[src/slow_osc_irq_defines.vh]
// Constants for the slow oscillator interrupt and event logic
`ifndef SLOW_OSC_IRQ_DEFINES_VH
`define SLOW_OSC_IRQ_DEFINES_VH
`define SRC_W 2
`define SRC_CRYSTAL 0
`define SRC_FAILURE 1
`define SRC_NONE 2'h0
`define EVENT_CONTROL_OFFSET 8'h00
`define EVENT_CONTROL_RESET 1'h0
`define FLAG_RESET 2'h0
`define ENABLE_RESET 2'h0
`define SYNC_DEPTH 3
`define SYNC_STAGE1 0
`define SYNC_STAGE2 1
`define SYNC_STAGE3 2
`define SYNC_RESET 3'h0
`define LEVEL_RESET 1'h0
`define RST_ASSERTED 1'h0
`define RST_RELEASED 1'h1
`define REQUEST_RESET 1'h0
`define EVENT_RESET 1'h0
`endif

[src/slow_osc_irq_event_logic.v]
// Interrupt flags, enables and clock-failure event of the slow oscillator controller
`timescale 1ns/10ps
`include "slow_osc_irq_defines.vh"

// Operation
// - A low-to-high change of crystal-ready status is the crystal-ready interrupt condition.
// - A low-to-high change of clock-failure status is the clock-failure interrupt condition.
// - Both sources wake the system synchronously while the bus clock runs.
// - Each source has its own flag that hardware sets when the condition occurs.
// - Enables are set by writing one to enable-set and cleared by writing one to enable-clear.
// - The request is raised while a flag and its own enable are both set.
// - The request holds until the flag is cleared, the enable removed or reset.
// - All source requests share one interrupt output.
// - A clock-failure event is sent to the event system when clock-failure status sets.
// - The clock-failure event is suppressed while switch-back status is set.
// - Writing one to the event output enable enables the event, zero disables it.
// - The event output enable is bit 0 of event control at offset 0x00, reset zero.
module slow_osc_irq_event_logic (
  input wire clk_sys,
  input wire rst_n,
  input wire crystal_ready_status,
  input wire clock_failure_status,
  input wire clock_switch_back_status,
  input wire interrupt_enable_set_wr,
  input wire interrupt_enable_clear_wr,
  input wire interrupt_flag_clear_wr,
  input wire [`SRC_W-1:0] wr_data,
  input wire event_control_wr,
  input wire failure_event_output_enable_wdata,
  output reg [`SRC_W-1:0] interrupt_flag_register,
  output reg [`SRC_W-1:0] interrupt_enable_register,
  output reg failure_event_output_enable,
  output reg irq,
  output reg wake_request,
  output reg clock_failure_event
);

  reg rst_meta_q;
  reg rst_sync_q;
  reg [`SYNC_DEPTH-1:0] crystal_sync_q;
  reg [`SYNC_DEPTH-1:0] failure_sync_q;
  reg [`SYNC_DEPTH-1:0] switch_back_sync_q;
  reg crystal_level_q;
  reg crystal_level_d;
  reg failure_level_q;
  reg failure_level_d;
  reg switch_back_level_q;
  reg switch_back_level_d;
  reg crystal_rise_d;
  reg failure_rise_d;
  reg [`SRC_W-1:0] rise_d;
  reg [`SRC_W-1:0] flag_kept_d;
  reg [`SRC_W-1:0] flag_d;
  reg [`SRC_W-1:0] enable_set_d;
  reg [`SRC_W-1:0] enable_d;
  reg event_enable_d;
  reg irq_d;
  reg wake_d;
  reg event_d;

  // Filtered level: moves only when stages two and three agree
  function level_next;
    input [`SYNC_DEPTH-1:0] stages;
    input current;
    begin
      if (stages[`SYNC_STAGE2] == stages[`SYNC_STAGE3]) begin
        level_next = stages[`SYNC_STAGE3];
      end else begin
        level_next = current;
      end
    end
  endfunction

  // Low-to-high change of a filtered level
  function rise_of;
    input next_level;
    input current;
    begin
      rise_of = next_level & ~current;
    end
  endfunction

  // Bits written as one are set
  function [`SRC_W-1:0] set_bits;
    input [`SRC_W-1:0] value;
    input strobe;
    input [`SRC_W-1:0] mask;
    begin
      if (strobe) begin
        set_bits = value | mask;
      end else begin
        set_bits = value;
      end
    end
  endfunction

  // Bits written as one are cleared
  function [`SRC_W-1:0] clear_bits;
    input [`SRC_W-1:0] value;
    input strobe;
    input [`SRC_W-1:0] mask;
    begin
      if (strobe) begin
        clear_bits = value & ~mask;
      end else begin
        clear_bits = value;
      end
    end
  endfunction

  // Any source both flagged and enabled
  function request_of;
    input [`SRC_W-1:0] flags;
    input [`SRC_W-1:0] enables;
    begin
      request_of = |(flags & enables);
    end
  endfunction

  // Failure event, held back while switch-back is reported
  function event_of;
    input rise_in;
    input enable_in;
    input hold_in;
    begin
      if (hold_in) begin
        event_of = `EVENT_RESET;
      end else begin
        event_of = rise_in & enable_in;
      end
    end
  endfunction

  // Reset release
  always @(posedge clk_sys or negedge rst_n) begin
    if (!rst_n) begin
      rst_meta_q <= `RST_ASSERTED;
      rst_sync_q <= `RST_ASSERTED;
    end else begin
      rst_meta_q <= `RST_RELEASED;
      rst_sync_q <= rst_meta_q;
    end
  end

  // Crystal-ready synchroniser
  always @(posedge clk_sys or negedge rst_sync_q) begin
    if (!rst_sync_q) begin
      crystal_sync_q <= `SYNC_RESET;
    end else begin
      crystal_sync_q <= {crystal_sync_q[`SYNC_STAGE2:`SYNC_STAGE1], crystal_ready_status};
    end
  end

  // Clock-failure synchroniser
  always @(posedge clk_sys or negedge rst_sync_q) begin
    if (!rst_sync_q) begin
      failure_sync_q <= `SYNC_RESET;
    end else begin
      failure_sync_q <= {failure_sync_q[`SYNC_STAGE2:`SYNC_STAGE1], clock_failure_status};
    end
  end

  // Switch-back synchroniser
  always @(posedge clk_sys or negedge rst_sync_q) begin
    if (!rst_sync_q) begin
      switch_back_sync_q <= `SYNC_RESET;
    end else begin
      switch_back_sync_q <= {switch_back_sync_q[`SYNC_STAGE2:`SYNC_STAGE1],
        clock_switch_back_status};
    end
  end

  // Crystal-ready filtered level
  always @(posedge clk_sys or negedge rst_sync_q) begin
    if (!rst_sync_q) begin
      crystal_level_q <= `LEVEL_RESET;
    end else begin
      crystal_level_q <= crystal_level_d;
    end
  end

  // Clock-failure filtered level
  always @(posedge clk_sys or negedge rst_sync_q) begin
    if (!rst_sync_q) begin
      failure_level_q <= `LEVEL_RESET;
    end else begin
      failure_level_q <= failure_level_d;
    end
  end

  // Switch-back filtered level
  always @(posedge clk_sys or negedge rst_sync_q) begin
    if (!rst_sync_q) begin
      switch_back_level_q <= `LEVEL_RESET;
    end else begin
      switch_back_level_q <= switch_back_level_d;
    end
  end

  // Filtered levels
  always @* begin
    crystal_level_d = level_next(crystal_sync_q, crystal_level_q);
    failure_level_d = level_next(failure_sync_q, failure_level_q);
    switch_back_level_d = level_next(switch_back_sync_q, switch_back_level_q);
  end

  // Rising changes per source
  always @* begin
    crystal_rise_d = rise_of(crystal_level_d, crystal_level_q);
    failure_rise_d = rise_of(failure_level_d, failure_level_q);
    rise_d = `SRC_NONE;
    rise_d[`SRC_CRYSTAL] = crystal_rise_d;
    rise_d[`SRC_FAILURE] = failure_rise_d;
  end

  // Flags: clear write first, then new conditions, so a set wins
  always @* begin
    flag_kept_d = clear_bits(interrupt_flag_register, interrupt_flag_clear_wr, wr_data);
    flag_d = set_bits(flag_kept_d, |rise_d, rise_d);
  end

  // Flag register
  always @(posedge clk_sys or negedge rst_sync_q) begin
    if (!rst_sync_q) begin
      interrupt_flag_register <= `FLAG_RESET;
    end else begin
      interrupt_flag_register <= flag_d;
    end
  end

  // Enables: set first, then clear, so a clear wins
  always @* begin
    enable_set_d = set_bits(interrupt_enable_register, interrupt_enable_set_wr, wr_data);
    enable_d = clear_bits(enable_set_d, interrupt_enable_clear_wr, wr_data);
  end

  // Enable register, read back for both set and clear
  always @(posedge clk_sys or negedge rst_sync_q) begin
    if (!rst_sync_q) begin
      interrupt_enable_register <= `ENABLE_RESET;
    end else begin
      interrupt_enable_register <= enable_d;
    end
  end

  // Event output enable write
  always @* begin
    event_enable_d = failure_event_output_enable;
    if (event_control_wr) begin
      event_enable_d = failure_event_output_enable_wdata;
    end
  end

  // Event output enable register
  always @(posedge clk_sys or negedge rst_sync_q) begin
    if (!rst_sync_q) begin
      failure_event_output_enable <= `EVENT_CONTROL_RESET;
    end else begin
      failure_event_output_enable <= event_enable_d;
    end
  end

  // Shared request from any flagged and enabled source
  always @* begin
    irq_d = request_of(flag_d, enable_d);
    wake_d = request_of(flag_d, enable_d);
  end

  // Interrupt request line
  always @(posedge clk_sys or negedge rst_sync_q) begin
    if (!rst_sync_q) begin
      irq <= `REQUEST_RESET;
    end else begin
      irq <= irq_d;
    end
  end

  // Wake-up request line
  always @(posedge clk_sys or negedge rst_sync_q) begin
    if (!rst_sync_q) begin
      wake_request <= `REQUEST_RESET;
    end else begin
      wake_request <= wake_d;
    end
  end

  // Failure event from the rising change
  always @* begin
    event_d = event_of(failure_rise_d, failure_event_output_enable, switch_back_level_q);
  end

  // One-cycle failure event
  always @(posedge clk_sys or negedge rst_sync_q) begin
    if (!rst_sync_q) begin
      clock_failure_event <= `EVENT_RESET;
    end else begin
      clock_failure_event <= event_d;
    end
  end

endmodule // slow_osc_irq_event_logic

[config.mk]
export PLATFORM = sky130hd
export DESIGN_NAME = slow_osc_irq_event_logic
export DESIGN_NICKNAME = d
export VERILOG_FILES = /design/src/slow_osc_irq_event_logic.v
export VERILOG_INCLUDE_DIRS = /design/src
export SDC_FILE = /design/constraint.sdc
export NUM_CORES = 1
export LEC_CHECK = 0
export BUFFER_PORTS_ARGS = -buffer_cell sky130_fd_sc_hd__buf_2
export CORE_UTILIZATION = 51
export CTS_CLUSTER_DIAMETER = 120
export DETAILED_ROUTE_END_ITERATION = 8
export PLACE_DENSITY = 0.83
export SYNTH_ARGS = -nofsm -noshare
export SYNTH_HDL_FRONTEND = slang
export SYNTH_SLANG_ARGS = --single-unit
export TNS_END_PERCENT = 10
[constraint.sdc]
create_clock -name clk_sys -period 1.68 [get_ports clk_sys]
set_input_delay 0.168 -clock clk_sys [delete_from_list [all_inputs] [get_ports clk_sys]]
set_output_delay 0.168 -clock clk_sys [all_outputs]
set_load 0.01 [all_outputs]
Word-level counts from Yosys, hierarchy flattened --
Index checks and enable logic that the tools add are counted.
Storage, ports and cells: register bits 21, bits in latches 0, memory bits (writable) 0, memory bits (read-only) 0, output and inout port bits 8, logic and storage cells 36, memories 0
Cells by class: $add $sub $neg 0, multiply operators 0, div/mod/pow operators 0, order comparisons 0, equal/unequal tests 3, shift-type cells 0, multiplexer cells 7, bitwise operators 11, reduce and logical (&&, ||, !) cells 2
Operators with widths (number):
- two-way mux 2 bit | 4
- AND 2 bit | 3
- bitwise OR 2 bit | 2
- OR reduction 2 bit | 2
- AND 1 bit | 3
- == test 1 bit | 3
- two-way mux 1 bit | 3
- inverter 1 bit | 2
- inverter 2 bit | 1

Depth between registers and ports, before layout --
depth in word-level cells 7, mapped depth 3, depth with buffers taken out 3

Worst setup path before layout --
No wires, ideal clock.
path type register to register, start point register failure_sync_q[1], end point register irq, setup time 0.127 ns, arrival 0.727 ns, required time 1.553 ns, setup slack 0.825 ns, cell stages (with the launch flop) 4, buffers on the path 0, period minus slack after synthesis 0.855 ns, cells stage by stage dfrtp_1 -> nand2_1 -> a2bb2oi_2 -> o22ai_2
On the way: longest elaborated chain between the ends 7, elaborated cells between the ends (all ways) 8, those cells by class eq/ne: 1; mux: 2; bitwise: 3; reduce/logical: 2
Ends and longest elaborated chain:
- from (decl) | RTL line slow_osc_irq_event_logic.v:41 | reg [`SYNC_DEPTH-1:0] failure_sync_q;
- from (signal assigned) | RTL line slow_osc_irq_event_logic.v:157 | failure_sync_q <= `SYNC_RESET;
- from (signal assigned) | RTL line slow_osc_irq_event_logic.v:159 | failure_sync_q <= {failure_sync_q[`SYNC_STAGE2:`SYNC_STAGE1], clock_failure_status};
- == test 1 bit * | RTL line slow_osc_irq_event_logic.v:66 | if (stages[`SYNC_STAGE2] == stages[`SYNC_STAGE3]) begin
- two-way mux 1 bit * | RTL line slow_osc_irq_event_logic.v:66
- AND 1 bit * | RTL line slow_osc_irq_event_logic.v:79 | rise_of = next_level & ~current;
- OR reduction 2 bit or bitwise OR 2 bit (tied branches) | RTL line slow_osc_irq_event_logic.v:219, slow_osc_irq_event_logic.v:90
- two-way mux 2 bit * | RTL line slow_osc_irq_event_logic.v:89 | if (strobe) begin
- AND 2 bit * | RTL line slow_osc_irq_event_logic.v:116 | request_of = |(flags & enables);
- OR reduction 2 bit * | RTL line slow_osc_irq_event_logic.v:116
- net irq_d | RTL line slow_osc_irq_event_logic.v:57 | reg irq_d;
- to (signal assigned) | RTL line slow_osc_irq_event_logic.v:272 | irq <= `REQUEST_RESET;
- to (signal assigned) | RTL line slow_osc_irq_event_logic.v:274 | irq <= irq_d;
- to (decl) | RTL line slow_osc_irq_event_logic.v:33 | output reg irq,
The timed path passes the listed nets; every way through them passes the cells marked *. A chain may end at the register's enable or synchronous reset.

Worst setup path after layout --
start point register interrupt_flag_register[1], end point output interrupt_flag_register[1]
RTL lines:
- from (decl) | RTL line slow_osc_irq_event_logic.v:30 | output reg [`SRC_W-1:0] interrupt_flag_register,
- from (signal assigned) | RTL line slow_osc_irq_event_logic.v:225 | interrupt_flag_register <= `FLAG_RESET;
- from (signal assigned) | RTL line slow_osc_irq_event_logic.v:227 | interrupt_flag_register <= flag_d;
No word-level cell between the ends.

==> impl_metrics.tcl <==
set metrics [dict create \
    synth_seq_area_share_pct 76.1 \
    fmax_mhz 983 \
    drtPass1Iterations 3 \
    rsz0062_at_grt "no" \
    slew_viol_final 0 \
    io_buffers 19 \
    synth_most_common_cell "dfrtp_1" \
    ir_worst_vdd_mv 0.608 \
    htreeDepth 1 \
    fin_cells 84 \
    dpl.hpwl_um 699 \
    cts_tree "built" \
    place_congestion 0.699 \
    start_util_pct 58.2 \
    cts_max_path_buffers 2 \
    grt_pass1_vias 478 \
    antenna_found_initial 0 \
    synth-edff-count 0 \
    worstPathMaxFanout 2 \
    crit_family "flip-flops" \
    overflow 0 \
    path_buf_inv 1 \
    crit_chain "buf_2" \
    wl_per_cell_um 12.2 \
    dieArea_um2 1510 \
    synth_nets 56 \
    power_density_nw_per_um2 1060 \
    final-hold-violation-count 0 \
    final_util_pct 72.8 \
    routed_wl_um 1030 \
    drtAntennaViolNets 0 \
    clock_latency_ns 0.29 \
    drc 0 \
    ys_warn_count 0 \
    worstPathRequired_ns 1.51 \
    syn_area_per_cell_um2 15.7 \
    cts_sinks 21 \
    cp.arrival_ns 0.85 \
    grt_pass1_wl_um 1840 \
    synth_top_area_share_pct 76.1 \
    num_rows 12 \
    p_leak_nw 0.444 \
    netlist_area_um2 691 \
    synthCells 44 \
    die_w_um 38.8 \
    cp_slowest_stage_delay_ns 0.41 \
    yosys-top-cells-area "dfrtp_1 76%, a2bb2oi_2 4.3%, nand2_1 2.7%" \
    critPathLaunch "interrupt_flag_register[1]" \
    yosys.area.top_type "dfrtp_1" \
    drt_iter0_drc 3 \
    core_um2 1190 \
    post_cts_buffers 0 \
    crit_slowest_cell "dfrtp_1" \
    crit_path_start_kind "register" \
    dp_cells 76 \
    cts_buffers 3 \
    period_share_pct 60.6 \
    setup_viol 0 \
    ys_async_sr_fraction_pct 100 \
    status "complete, no violations" \
    hp-class "primary input to register" \
    maxCapViolCount 0 \
    final.setup.tns_ns 0 \
    period_needed_ns 1.02 \
    syn_to_final_growth_pct 25.0 \
    max_slew_margin_pct 53.0 \
    vias 412 \
    ys_top_cells_by_count "21 x dfrtp_1, 5 x nand2_1, 4 x inv_1" \
    tightest_slew_ns 0.706 \
    final.fill_count 87 \
    ioPinCount 20 \
    hold_path.startpoint "failure_event_output_enable_wdata" \
    fin_worst_skew_ns 0.00325 \
    grt_max_degree 20 \
    drive_gt1_share_pct 40.0 \
    r2r-start "failure_sync_q[1]" \
    synth-seq-cells 21 \
    drt-vias-per-instance 4.90 \
    root_buffer "clkbuf_4" \
    yosys_most_used_dff "dfrtp_1" \
    synth_cell_types 14 \
    clkTransAtPathRegs_ns 0.11 \
    die_y_um 38.8 \
    antenna_cells 0 \
    track_usage_pct 18.9 \
    fin_nets 83 \
    crit_type "register to output pin" \
    end_kind "output pin" \
]
repair_timing:
item	in CTS	in global routing
hold buffers	4	0
endpoints found under the hold margin	5	0
resized for setup	0	0
power by group:
| part | internal, mW | leakage, nW | switching [mW] |
|---|---|---|---|
| clock network | 0.0885 | 0.0177 | 0.140 |
| logic | 0.0606 | 0.177 | 0.0511 |
| registers | 0.546 | 0.250 | 0.0324 |
| total | 0.695 | 0.444 | 0.223 |
cell families after synthesis:
kind of cell    Yosys count  synth area share [%]
simple gates              6                  4.89
buf+inv                   5                  3.26
other cells               1                 0.543
mux                       1                  1.63
fa+ha+maj                 2                  3.08
compound gates            8                  10.5
flops                    21                  76.1
layout by cell type, fill, tap and decap left out:
master / Yosys / routed
a21o_1: 2 / 2
a21oi_1: 2 / 2
a2bb2oi_2: 2 / 2
buf_2: 0 / 19
clkbuf_4: 0 / 3
clkinv_2: 0 / 1
conb_1: 1 / 1
dfrtp_1: 21 / 21
dlygate4sd3_1: 0 / 4
inv_1: 4 / 4
maj3_1: 1 / 1
maj3_2: 1 / 1
mux2_1: 1 / 1
nand2_1: 5 / 5
nor4b_2: 1 / 1
o21ai_1: 1 / 1
o22ai_2: 1 / 1
through the flow:
stage	hold slack, ns	area [um2]	setup WS, ns	power (mW)
final	0.0841	863	0.663	0.919
after global routing	0.0737	863	0.615	0.969
after CTS	0.0793	863	0.650	0.934
after detailed placement	-0.0454	796	0.773	0.694
after global placement	-0.0452	796	0.801	0.689
after floorplan	-0.128	691	0.825	0.648
final timing paths:
| check | endpoint | slack, ns | cells past startpoint |
|---|---|---|---|
| max in group asynchronous | crystal_sync_q[2] | 0.94 | 0 |
| min in group asynchronous | rst_sync_q | 0.18 | 2 |
| worst max register to register | irq | 0.75 | 3 |
| worst max-delay path | interrupt_flag_register[1] | 0.66 | 1 |
| worst min-delay path | failure_event_output_enable | 0.08 | 2 |
| worst min register to register | level_next.stages[0] | 0.30 | 0 |
state kept, by name (all words and copies together) (netlist names):
register                     flops
crystal_sync_q                   3
failure_sync_q                   3
level_next.stages                3
interrupt_enable_register        2
interrupt_flag_register          2
clock_failure_event              1
crystal_level_q                  1
event_of.hold_in                 1
failure_event_output_enable      1
failure_level_q                  1
irq                              1
rst_meta_q                       1
rst_sync_q                       1
routing by layer:
metal | vias up | global-route usage [%] | part of all wire (%) | routed length [um]
met5 | - | 0 | 0 | 0
met4 | 0 | 9.48 | 0 | 0
met3 | 0 | 5.20 | 3.3 | 34
met2 | 12 | 36.3 | 56 | 573
met1 | 207 | 17.5 | 41 | 419
li1 | 193 | - | - | -
final cells by class:
cell class	instances	area [um2]	share of cell area, %
tap	14	17.5	2.03
multi-input combinational	18	143	16.5
inverter	4	15.0	1.74
sequential	21	526	60.9
clock inverter	1	5.00	0.580
timing repair buffer	23	135	15.7
clock buffer	3	22.5	2.61
Power figures use the tool's default switching activity.
